==> src/hw/ctf_defs.svh <==
// Constants of the telemetry frame formatter: timing, slots, codes and reset values
`ifndef CTF_DEFS_SVH
`define CTF_DEFS_SVH

// ==============================================
// Clock and conversion timing
`define CTF_CLK_PERIOD_NS   100'd10
`define CTF_CONVERT_STROBE_TIME_NS    100'd4000
// Two synchroniser flops, the edge detect and the result register add to the count, hence minus four
`define CTF_CONVERT_STROBE_CYCLES     (((`CTF_CONVERT_STROBE_TIME_NS) / (`CTF_CLK_PERIOD_NS)) - 100'd4)
`define CTF_CONVERT_STROBE_CNT_W      9

// ==============================================
// Frame layout
`define CTF_SLOT_W          5
`define CTF_SLOT_LAST       5'h1f
`define CTF_SLOT_Z_LSB      2'h2
`define CTF_SLOT_PIX_X      5'h03
`define CTF_SLOT_PIX_Y      5'h04
`define CTF_SLOT_NOPIX_X    5'h02
`define CTF_SLOT_NOPIX_Y    5'h03
`define CTF_SLOT_EXPO       5'h1c
`define CTF_SLOT_TYPE       5'h1f

// ==============================================
// Frame type codes (arbitrary values, to be matched with the ground software)
`define CTF_CODE_EMPTY      8'h01
`define CTF_CODE_NOPIX      8'h02
`define CTF_CODE_PIX        8'h03

// ==============================================
// Converter coding and reset values
`define CTF_OFFSET_FLIP     8'h80
`define CTF_DATA_RST        8'h00
`define CTF_ADDR_RST        8'h00
`define CTF_FIFO_DEPTH      16

`endif

==> src/hw/ctf_pkg.sv <==
// Types shared by the telemetry frame formatter
package ctf_pkg;

   // ==============================================
   // Frame kinds picked at each frame start
   typedef enum logic [2:0] {
      CTF_FRAME_EMPTY = 3'b001,
      CTF_FRAME_NOPIX = 3'b010,
      CTF_FRAME_PIX   = 3'b100
   } ctf_frame_t;

   // ==============================================
   // Converter states
   typedef enum logic [2:0] {
      CTF_CONVERT_STROBE_IDLE = 3'b001,
      CTF_CONVERT_STROBE_RUN  = 3'b010,
      CTF_CONVERT_STROBE_DONE = 3'b100
   } ctf_convert_strobe_state_t;

   // ==============================================
   // Pixel address carried as one unit
   typedef struct packed {
      logic [7:0] x;
      logic [7:0] y;
   } ctf_addr_t;

   // Camera and telemetry control inputs travelling together
   typedef struct packed {
      logic convert;
      logic enable;
      logic window;
      logic frame_start;
      logic word_strobe;
   } ctf_ctrl_t;

endpackage

==> src/hw/ctf_fifo.sv <==
// Pixel FIFO between converter and frame formatter
`timescale 1ns/1ns
`default_nettype none

module ctf_fifo #(
   parameter int WIDTH = 8,
   parameter int DEPTH = 16
) (
   input  wire logic             ref_clk_in,
   input  wire logic             rstn_in,
   input  wire logic             flush_in,
   input  wire logic             wr_valid_in,
   output logic                  wr_ready_out,
   input  wire logic [WIDTH-1:0] wr_data_in,
   output logic                  rd_valid_out,
   input  wire logic             rd_ready_in,
   output logic      [WIDTH-1:0] rd_data_out
);

   localparam int AW = $clog2(DEPTH);

   // ==============================================
   // Storage and pointers; the extra pointer bit tells full from empty
   logic [WIDTH-1:0] mem_reg [DEPTH];
   logic [AW:0]      wr_ptr_reg;
   logic [AW:0]      rd_ptr_reg;
   wire              full_w  = (wr_ptr_reg[AW] != rd_ptr_reg[AW]) && (wr_ptr_reg[AW-1:0] == rd_ptr_reg[AW-1:0]);
   wire              empty_w = (wr_ptr_reg == rd_ptr_reg);
   wire              push_w  = wr_valid_in && !full_w;
   wire              pop_w   = rd_ready_in && !empty_w;

   assign wr_ready_out = !full_w;
   assign rd_valid_out = !empty_w;
   assign rd_data_out  = mem_reg[rd_ptr_reg[AW-1:0]];

   always_ff @(posedge ref_clk_in) begin
      if (push_w) begin
         mem_reg[wr_ptr_reg[AW-1:0]] <= wr_data_in;
      end
   end

   always_ff @(posedge ref_clk_in or negedge rstn_in) begin
      if (!rstn_in) begin
         wr_ptr_reg <= '0;
         rd_ptr_reg <= '0;
      end else if (flush_in) begin
         wr_ptr_reg <= '0;
         rd_ptr_reg <= '0;
      end else begin
         if (push_w) begin
            wr_ptr_reg <= wr_ptr_reg + 1'b1;
         end
         if (pop_w) begin
            rd_ptr_reg <= rd_ptr_reg + 1'b1;
         end
      end
   end

endmodule

`default_nettype wire

==> src/hw/ctf_formatter.sv <==
// Pixel converter and telemetry frame formatter top
`timescale 1ns/1ns
`default_nettype none
`include "ctf_defs.svh"

// Function
// - Convert each sampled level to 8 bits, starting only on convert strobe.
// - Convert only while conversion enable is high; erase pixels are skipped.
// - Pixel valid flag is high exactly while a valid word sits on the bus.
// - Output coding is offset binary: 00 low, 80 zero, ff top.
// - Each result is ready in under four microseconds after the strobe.
// - Pixel, experiment and telemetry data buses are all eight bits wide.
// - Slots 0 and 1 belong to telemetry; 30 slots carry experiment data.
// - Per pixel frame: eight intensities, two addresses, exposure/filter, frame type.
// - Idle or exposing camera gives an empty frame: type and exposure/filter.
// - Unconverted pixels give a frame addressed at X zero, next line.
// - Active section gives a frame with eight intensities and group address.
// - Frame start pulse from telemetry begins building each new frame.
// - Frame type chosen at frame start from enable and pixel window.
// - Empty frame fills only slot 28 and slot 31; other slots zero.
// - No-pixel frame fills slots 2, 3, 28 and the type word.
// - Each rising word strobe edge within a frame moves the holding register onto the bus.
// - Next word is loaded into the holding register between strobe edges.
// - Pixel-with frames pull pixels with fetch commands paced by word timing.
module ctf_formatter #(
   parameter int FIFO_DEPTH = `CTF_FIFO_DEPTH
) (
   input  wire logic       ref_clk_in,
   input  wire logic       rstn_in,
   input  wire logic       convert_strobe_in,
   input  wire logic       conversion_enable_in,
   input  wire logic       active_pixel_window_in,
   input  wire logic [7:0] sample_level_in,
   input  wire logic [7:0] exposure_filter_in,
   input  wire logic       frame_start_pulse_in,
   input  wire logic       word_strobe_in,
   output logic      [7:0] pixel_data_out,
   output logic            pixel_valid_out,
   output logic            pixel_fetch_cmd_out,
   output logic      [7:0] tlm_data_out,
   output logic            tlm_slot_own_out,
   output logic      [2:0] frame_kind_out
);

   // ==============================================
   // Input synchronisers, all pins pass two flip-flops
   ctf_pkg::ctf_ctrl_t ctrl_meta_reg;
   ctf_pkg::ctf_ctrl_t ctrl_sync_reg;
   ctf_pkg::ctf_ctrl_t ctrl_prev_reg;
   logic [7:0]         level_meta_reg;
   logic [7:0]         level_sync_reg;
   logic [7:0]         expo_meta_reg;
   logic [7:0]         expo_sync_reg;
   ctf_pkg::ctf_ctrl_t ctrl_pins_w;

   assign ctrl_pins_w = '{convert:     convert_strobe_in,
                          enable:      conversion_enable_in,
                          window:      active_pixel_window_in,
                          frame_start: frame_start_pulse_in,
                          word_strobe: word_strobe_in};

   always_ff @(posedge ref_clk_in or negedge rstn_in) begin
      if (!rstn_in) begin
         ctrl_meta_reg  <= '0;
         ctrl_sync_reg  <= '0;
         ctrl_prev_reg  <= '0;
         level_meta_reg <= `CTF_DATA_RST;
         level_sync_reg <= `CTF_DATA_RST;
         expo_meta_reg  <= `CTF_DATA_RST;
         expo_sync_reg  <= `CTF_DATA_RST;
      end else begin
         ctrl_meta_reg  <= ctrl_pins_w;
         ctrl_sync_reg  <= ctrl_meta_reg;
         ctrl_prev_reg  <= ctrl_sync_reg;
         level_meta_reg <= sample_level_in;
         level_sync_reg <= level_meta_reg;
         expo_meta_reg  <= exposure_filter_in;
         expo_sync_reg  <= expo_meta_reg;
      end
   end

   wire enable_w      = ctrl_sync_reg.enable;
   wire window_w      = ctrl_sync_reg.window;
   wire convert_rise  = ctrl_sync_reg.convert && !ctrl_prev_reg.convert;
   wire frame_rise    = ctrl_sync_reg.frame_start && !ctrl_prev_reg.frame_start;
   wire strobe_rise   = ctrl_sync_reg.word_strobe && !ctrl_prev_reg.word_strobe;
   wire window_fall   = !ctrl_sync_reg.window && ctrl_prev_reg.window;

   // ==============================================
   // Converter
   localparam logic [`CTF_CONVERT_STROBE_CNT_W-1:0] CONVERT_STROBE_LAST = `CTF_CONVERT_STROBE_CNT_W'(`CTF_CONVERT_STROBE_CYCLES);

   ctf_pkg::ctf_convert_strobe_state_t   convert_strobe_state_reg;
   ctf_pkg::ctf_convert_strobe_state_t   convert_strobe_state_next;
   logic [`CTF_CONVERT_STROBE_CNT_W-1:0] convert_strobe_cnt_reg;
   logic [7:0]                 convert_strobe_level_reg;
   logic                       fifo_wr_ready_w;

   // A strobe seen while the last result still waits for the FIFO is dropped, not queued
   wire convert_strobe_start_w = convert_rise && enable_w;
   wire convert_strobe_end_w   = (convert_strobe_state_reg == ctf_pkg::CTF_CONVERT_STROBE_RUN) && (convert_strobe_cnt_reg == CONVERT_STROBE_LAST);
   wire convert_strobe_push_w  = (convert_strobe_state_reg == ctf_pkg::CTF_CONVERT_STROBE_DONE) && fifo_wr_ready_w;
   wire [7:0] coded_w = level_sync_reg ^ `CTF_OFFSET_FLIP;

   always_comb begin
      convert_strobe_state_next = convert_strobe_state_reg;
      case (convert_strobe_state_reg)
         ctf_pkg::CTF_CONVERT_STROBE_IDLE: begin
            if (convert_strobe_start_w) begin
               convert_strobe_state_next = ctf_pkg::CTF_CONVERT_STROBE_RUN;
            end
         end
         ctf_pkg::CTF_CONVERT_STROBE_RUN: begin
            if (!enable_w) begin
               convert_strobe_state_next = ctf_pkg::CTF_CONVERT_STROBE_IDLE;
            end else if (convert_strobe_end_w) begin
               convert_strobe_state_next = ctf_pkg::CTF_CONVERT_STROBE_DONE;
            end
         end
         ctf_pkg::CTF_CONVERT_STROBE_DONE: begin
            if (!enable_w) begin
               convert_strobe_state_next = ctf_pkg::CTF_CONVERT_STROBE_IDLE;
            end else if (convert_strobe_push_w) begin
               convert_strobe_state_next = ctf_pkg::CTF_CONVERT_STROBE_IDLE;
            end
         end
         default: begin
            convert_strobe_state_next = ctf_pkg::CTF_CONVERT_STROBE_IDLE;
         end
      endcase
   end

   always_ff @(posedge ref_clk_in or negedge rstn_in) begin
      if (!rstn_in) begin
         convert_strobe_state_reg <= ctf_pkg::CTF_CONVERT_STROBE_IDLE;
         convert_strobe_cnt_reg   <= '0;
         convert_strobe_level_reg <= `CTF_DATA_RST;
      end else begin
         convert_strobe_state_reg <= convert_strobe_state_next;
         if (convert_strobe_state_reg == ctf_pkg::CTF_CONVERT_STROBE_IDLE && convert_strobe_start_w) begin
            convert_strobe_level_reg <= coded_w;
            convert_strobe_cnt_reg   <= '0;
         end else if (convert_strobe_state_reg == ctf_pkg::CTF_CONVERT_STROBE_RUN) begin
            convert_strobe_cnt_reg <= convert_strobe_cnt_reg + 1'b1;
         end
      end
   end

   // Result bus and valid flag: valid rises with the result, falls at the next start or on disable
   always_ff @(posedge ref_clk_in or negedge rstn_in) begin
      if (!rstn_in) begin
         pixel_data_out  <= `CTF_DATA_RST;
         pixel_valid_out <= 1'b0;
      end else if (!enable_w || convert_strobe_start_w) begin
         pixel_valid_out <= 1'b0;
      end else if (convert_strobe_end_w) begin
         pixel_data_out  <= convert_strobe_level_reg;
         pixel_valid_out <= 1'b1;
      end
   end

   // ==============================================
   // Pixel FIFO; a full FIFO holds the converter in its done state
   logic       fifo_rd_valid_w;
   logic [7:0] fifo_rd_data_w;
   logic       fifo_pop_w;

   ctf_fifo #(
      .WIDTH (8),
      .DEPTH (FIFO_DEPTH)
   ) u_fifo (
      .ref_clk_in   (ref_clk_in),
      .rstn_in      (rstn_in),
      .flush_in     (!enable_w),
      .wr_valid_in  (convert_strobe_state_reg == ctf_pkg::CTF_CONVERT_STROBE_DONE),
      .wr_ready_out (fifo_wr_ready_w),
      .wr_data_in   (convert_strobe_level_reg),
      .rd_valid_out (fifo_rd_valid_w),
      .rd_ready_in  (fifo_pop_w),
      .rd_data_out  (fifo_rd_data_w)
   );

   // ==============================================
   // Pixel position tracking
   logic [7:0] x_count_reg;
   logic [7:0] line_reg;

   // Line counter moves on at the end of each imaged section, so it already names the next line
   always_ff @(posedge ref_clk_in or negedge rstn_in) begin
      if (!rstn_in) begin
         x_count_reg <= `CTF_ADDR_RST;
         line_reg    <= `CTF_ADDR_RST;
      end else if (!enable_w) begin
         x_count_reg <= `CTF_ADDR_RST;
         line_reg    <= `CTF_ADDR_RST;
      end else if (window_fall) begin
         x_count_reg <= `CTF_ADDR_RST;
         line_reg    <= line_reg + 1'b1;
      end else if (fifo_pop_w) begin
         x_count_reg <= x_count_reg + 1'b1;
      end
   end

   // ==============================================
   // Frame sequencing
   ctf_pkg::ctf_frame_t     frame_reg;
   ctf_pkg::ctf_frame_t     frame_next;
   ctf_pkg::ctf_addr_t      addr_reg;
   ctf_pkg::ctf_addr_t      addr_next;
   logic [`CTF_SLOT_W-1:0]  slot_reg;
   logic                    load_pend_reg;
   logic                    frame_done_reg;
   logic [7:0]              hold_reg;

   assign frame_next = (enable_w && window_w) ? ctf_pkg::CTF_FRAME_PIX :
                       enable_w               ? ctf_pkg::CTF_FRAME_NOPIX :
                                                ctf_pkg::CTF_FRAME_EMPTY;
   assign addr_next  = (frame_next == ctf_pkg::CTF_FRAME_PIX) ?
                       ctf_pkg::ctf_addr_t'{x: x_count_reg, y: line_reg} :
                       ctf_pkg::ctf_addr_t'{x: `CTF_ADDR_RST, y: line_reg};

   // Slot decode per frame kind
   wire is_pix_w   = (frame_reg == ctf_pkg::CTF_FRAME_PIX);
   wire is_nopix_w = (frame_reg == ctf_pkg::CTF_FRAME_NOPIX);
   wire own_w      = (slot_reg < `CTF_SLOT_W'(2));
   wire z_slot_w   = is_pix_w && (slot_reg[1:0] == `CTF_SLOT_Z_LSB) && !own_w;
   wire x_slot_w   = (is_pix_w && slot_reg == `CTF_SLOT_PIX_X) ||
                     (is_nopix_w && slot_reg == `CTF_SLOT_NOPIX_X);
   wire y_slot_w   = (is_pix_w && slot_reg == `CTF_SLOT_PIX_Y) ||
                     (is_nopix_w && slot_reg == `CTF_SLOT_NOPIX_Y);
   wire e_slot_w   = (slot_reg == `CTF_SLOT_EXPO);
   wire t_slot_w   = (slot_reg == `CTF_SLOT_TYPE);
   wire [7:0] code_w = is_pix_w   ? `CTF_CODE_PIX :
                       is_nopix_w ? `CTF_CODE_NOPIX :
                                    `CTF_CODE_EMPTY;
   // A starved FIFO leaves a zero intensity rather than stalling the telemetry stream
   wire [7:0] z_data_w = fifo_rd_valid_w ? fifo_rd_data_w : `CTF_DATA_RST;
   wire [7:0] hold_next = own_w    ? `CTF_DATA_RST :
                          z_slot_w ? z_data_w :
                          x_slot_w ? addr_reg.x :
                          y_slot_w ? addr_reg.y :
                          e_slot_w ? expo_sync_reg :
                          t_slot_w ? code_w :
                                     `CTF_DATA_RST;
   wire load_w = load_pend_reg;
   assign fifo_pop_w = load_w && z_slot_w && fifo_rd_valid_w;

   always_ff @(posedge ref_clk_in or negedge rstn_in) begin
      if (!rstn_in) begin
         frame_reg      <= ctf_pkg::CTF_FRAME_EMPTY;
         addr_reg       <= '0;
         slot_reg       <= '0;
         load_pend_reg  <= 1'b0;
         frame_done_reg <= 1'b1;
      end else if (frame_rise) begin
         frame_reg      <= frame_next;
         addr_reg       <= addr_next;
         slot_reg       <= '0;
         load_pend_reg  <= 1'b1;
         frame_done_reg <= 1'b0;
      end else if (strobe_rise && !frame_done_reg) begin
         load_pend_reg  <= (slot_reg != `CTF_SLOT_LAST);
         frame_done_reg <= (slot_reg == `CTF_SLOT_LAST);
         slot_reg       <= slot_reg + 1'b1;
      end else begin
         load_pend_reg  <= 1'b0;
      end
   end

   // ==============================================
   // Holding register and telemetry bus
   always_ff @(posedge ref_clk_in or negedge rstn_in) begin
      if (!rstn_in) begin
         hold_reg            <= `CTF_DATA_RST;
         tlm_data_out        <= `CTF_DATA_RST;
         tlm_slot_own_out    <= 1'b1;
         pixel_fetch_cmd_out <= 1'b0;
         frame_kind_out      <= ctf_pkg::CTF_FRAME_EMPTY;
      end else begin
         pixel_fetch_cmd_out <= load_w && z_slot_w;
         if (load_w) begin
            hold_reg <= hold_next;
         end
         if (strobe_rise && !frame_rise && !frame_done_reg) begin
            tlm_data_out     <= hold_reg;
            tlm_slot_own_out <= own_w;
            frame_kind_out   <= frame_reg;
         end
      end
   end

endmodule

`default_nettype wire

==> config.mk <==
export PLATFORM = sky130hd
export DESIGN_NAME = ctf_formatter
export DESIGN_NICKNAME = d
export VERILOG_FILES = /design/src/hw/ctf_pkg.sv /design/src/hw/ctf_fifo.sv /design/src/hw/ctf_formatter.sv
export VERILOG_INCLUDE_DIRS = /design/src /design/src/hw
export SDC_FILE = /design/constraint.sdc
export NUM_CORES = 1
export LEC_CHECK = 0
export BUFFER_PORTS_ARGS = -buffer_cell sky130_fd_sc_hd__buf_2
export CORE_ASPECT_RATIO = 1.75
export CORE_MARGIN = 5
export CORE_UTILIZATION = 28
export CTS_BUF_LIST = sky130_fd_sc_hd__clkbuf_8 sky130_fd_sc_hd__clkbuf_16
export CTS_CLUSTER_SIZE = 20
export DETAILED_ROUTE_END_ITERATION = 6
export PLACE_DENSITY_LB_ADDON = 0.08
export SLEW_MARGIN = 20
export SYNTH_ARGS = -nofsm -noshare
export SYNTH_HDL_FRONTEND = slang
export SYNTH_SLANG_ARGS = --single-unit
export TNS_END_PERCENT = 100
==> constraint.sdc <==
create_clock -name ref_clk_in -period 2.87 [get_ports ref_clk_in]
set_input_delay 0.1435 -clock ref_clk_in [delete_from_list [all_inputs] [get_ports ref_clk_in]]
set_output_delay 0.1435 -clock ref_clk_in [all_outputs]
set_load 0.01 [all_outputs]
==> results list <==
- The register with the most flip-flops in the layout has 128 of them.
* Detailed Route WL: ~29 mm
* Slew Viols, Final: 0
* Pin count of the biggest net entering global routing: 66
- The die covers roughly 0.044 sq mm.
- Standard-cell rows: 96
- After routing the design area is 0.0131 sq mm.
- IO Pins: 45
- Synth Register Bits: 276
* Slowest stage cell, crit path: and4bb_2
- Antenna-violating nets left: 0
- Synthesis handed over a netlist of about 770 instances.
* RePlAce Congestion: about 0.77
- Worst endpoint data arrival time: roughly 2800 ps
- Number of warnings issued by yosys: 0
- In this run the critical register-to-register path is captured at x_count_reg[6]$_DFFE_PN0P_.
* Highest net fanout along the worst path: 15
* Half-perimeter wire length of the detailed placement result: 20.5 mm
* Synthesis-to-layout area growth: 17.6%
* Postcts setup bufs: 0
- The flow ran to the end, and the final reports show no timing, DRC or antenna violations.
- The total area inside the core boundary comes to 0.0393 sq mm.
- Summed over all layers, the global routing overflow is 0.
- Setup crit end kind: register
* Hold Worst Slack: 130 ps
* Distinct cell type count after synthesis: 67
* Unrepaired setup endpoints after global routing: no
* Power Total: 8.48 mW
- In this run the number of H-tree levels came out at 1.
- Worst setup path class: reg2reg
* R2R Setup Slk: roughly 510 ps
- TritonCTS built the clock tree.
* Placed standard-cell area: 0.0120 sq mm
- Post-synthesis net count: 807
* Startpoint Class: register
- On the final layout, the worst clock skew is 20.1 ps.
- Final routed wire length divided by cell count: 21.3 um
- Drt drc: 0
* Port Buffer Count: 44
- Height of the die: 274 um
- Once layout is complete, the utilization of the core stands at 33.4%.
- Antenna diode count: 0
- Max_slew headroom: 45.2%
- The min-delay analysis places its worst path in the category in2async.
- For this run, the top clock speed supported by timing is 424 MHz.
* Initial antenna violation count: 0
* Async set-reset flop share out of synthesis: between 50% and 60%
- Primary flip-flop cell chosen by synthesis mapping: dfrtp_1
* Post-synth EDFFs: 128
- Floorplan die width: 161 um
- For the worst setup path, the data required time is approximately 3400 ps.
- Cell Chain, Critical Path: inv_1 -> ha_1 -> and4bb_2 -> nand3_2 -> a21o_4 -> or4_1 -> a21oi_1
- Time the final worst path needs with I/O delays and setup: 2360 ps
* Max stage delay on crit path: 450 ps
- Final nets: approximately 890
- Synthesized area divided by synthesized cell count: 14.5 sq um
- Total number of clock tree sinks: 276
- Number of maximum-capacitance violations: 0
- In this run the power density over the cells is between 600 and 700 mW/mm^2.
* Reg2Reg Launch Point: slot_reg[0]$_DFFE_PN0P_
* Worst Reg-to-Reg Cells: 7
- Master cell of the clock root buffer: clkbuf_16
- Number of DRC violations after detailed-routing iteration 0: 254
- Global-route wire length before repair: 44.3 mm
- Period utilization: approximately 82%
- Before antenna repair, the detailed router went through 4 iterations.
- The filler cells instantiated in the layout total 3808.
- VDD sags by at most 0.000375 V.
* Clock-pin slew reported for the worst setup and hold paths after clock tree synthesis: 70 ps
- Source-to-sink clock delay at the later pin of the worst-skew pair: 570 ps
* Vias in the first global route: 7098
- LEAKAGE: roughly 5.3 nW
- The longest clock path from root to sink contains 3 buffers.
- Cts bufs inserted: 28
- The post-route netlist has 19.6% of its cells at a drive strength greater than 1.
- Cell area after synthesis: ~0.011 sq mm
- Post-detailed-route via-to-cell ratio: 4.73
- Detailed routing inserted a total of 6444 vias.
- Total global-route track usage: 13.3%
- Slew at the pin closest to its max-slew limit: approximately 820 ps
* Post-Route Setup TNS: 0 ps
- Post-synthesis sequential area ratio: 67.7%
- Number of setup violations in the final report: 0
* Initial standard-cell utilization of the core: 28.4%
- Hold violation count in the final report: 0
-- power breakdown --
part,switching [mW],total [mW],internal (mW)
Sequential,0.209,4.54,4.33
Clock,1.60,3.65,2.05
Combinational,0.167,0.284,0.117
-- per-stage QoR --
step / std cells / worst slack, ps
finish: 1363 / 510
global placement: 1289 / 625
detailed placement: 1289 / 539
floorplan: 771 / 595
CTS: 1363 / 510
global route: 1363 / 395
-- layout by cell type (no fill, tap or decap), types with 13 or more instances in the layout --
cell type      Yosys  final
buf_4              3     16
nor2_1            24     24
dfrtp_1          143    142
clkbuf_16          0     28
xor2_1            16     16
nand2_1           75     75
inv_1             21     23
ha_1              13     13
o21ai_0           24     24
mux2i_1           24     24
a21oi_1           13     13
edfxtp_1         128    128
mux2_2            32     32
nor2b_1           14     14
o211ai_1          16     16
nand3_1           14     14
dlygate4sd3_1      0     22
and3_1            19     19
buf_2              9     43
-- cells in the mapped netlist (4+ instances only) --
cell,instances,area [sq um]
mux4_2,12,270
xor2_1,16,140
mux2_2,32,360
xnor2_1,12,105
nand3b_1,7,52.6
or3_1,9,56.3
buf_2,9,45.0
nand3_1,14,70.1
a21oi_1,13,65.1
mux4_1,6,158
and2_1,11,68.8
nand2_1,75,282
o21ai_0,24,120
or4_1,4,30.0
nand2b_1,7,43.8
and3_1,19,119
mux2i_1,24,240
nor2_1,24,90.1
ha_1,13,163
nand4_1,9,56.3
dfrtp_1,143,3580
edfxtp_1,128,3840
clkbuf_1,15,56.3
dfstp_2,5,131
nor2b_1,14,87.6
inv_1,21,78.8
o211ai_1,16,120
a211oi_1,10,75.1
a22oi_1,10,75.1
a22o_1,8,70.1
o22ai_1,5,31.3
-- worst max-delay path: cells and delay by family, from the launching register on --
kind                     cells  cell delay (ps)
buffers and inverters        1              110
flip-flops                   1              440
AO/OA/AOI/OAI                2              470
AND/OR/NAND/NOR              3             1060
adder cells (fa/ha/maj)      1              170
-- cell families after synthesis --
family                   count (synthesis)  synth area share (%)
AND/OR/NAND/NOR                        217                  10.6
buffers and inverters                   55                  2.25
AO/OA/AOI/OAI                          108                  6.61
flip-flops                             276                  67.7
multiplexers                            74                  9.21
XOR/XNOR                                28                  2.20
adder cells (fa/ha/maj)                 13                  1.46
-- worst max path at each step --
stage,startpoint,end
floorplan,u_fifo.rd_ptr_reg[0]$_DFFE_PN0P_,u_fifo.mem_reg[3][0]$_DFFE_PP_
global placement,convert_strobe_cnt_reg[0]$_DFFE_PN0P_,pixel_data_out[3]$_DFFE_PN0P_
detailed placement,slot_reg[0]$_DFFE_PN0P_,u_fifo.rd_ptr_reg[2]$_DFFE_PN0P_
CTS,slot_reg[0]$_DFFE_PN0P_,hold_reg[1]$_DFFE_PN0P_
global route,slot_reg[0]$_DFFE_PN0P_,x_count_reg[6]$_DFFE_PN0P_
finish,slot_reg[0]$_DFFE_PN0P_,x_count_reg[6]$_DFFE_PN0P_
-- repair_timing --
item	CTS	global route
setup endpoints to repair	0	0
hold buffers	22	0
hold endpoints to repair	83	0
gates resized for setup	0	0
-- per-layer routing --
layer	vias to the layer above	share of wire [%]	GRT usage, %
met5	-	0	0
met3	48	3.5	1.91
met2	115	58	27.0
met1	3278	36	13.5
met4	0	3.1	4.70
li1	3003	-	-
-- layout make-up --
class                   instances  area [sq um]  area share (%)
flip-flops and latches        276          7550            57.6
repair buffers                 84           607            4.62
clock inverters                24           211            1.61
multi-input cells             440          3360            25.6
well taps                     490           613            4.67
inverters                      21          78.8           0.601
clock buffers                  28           701            5.34
Power figures use the tool's default switching activity.
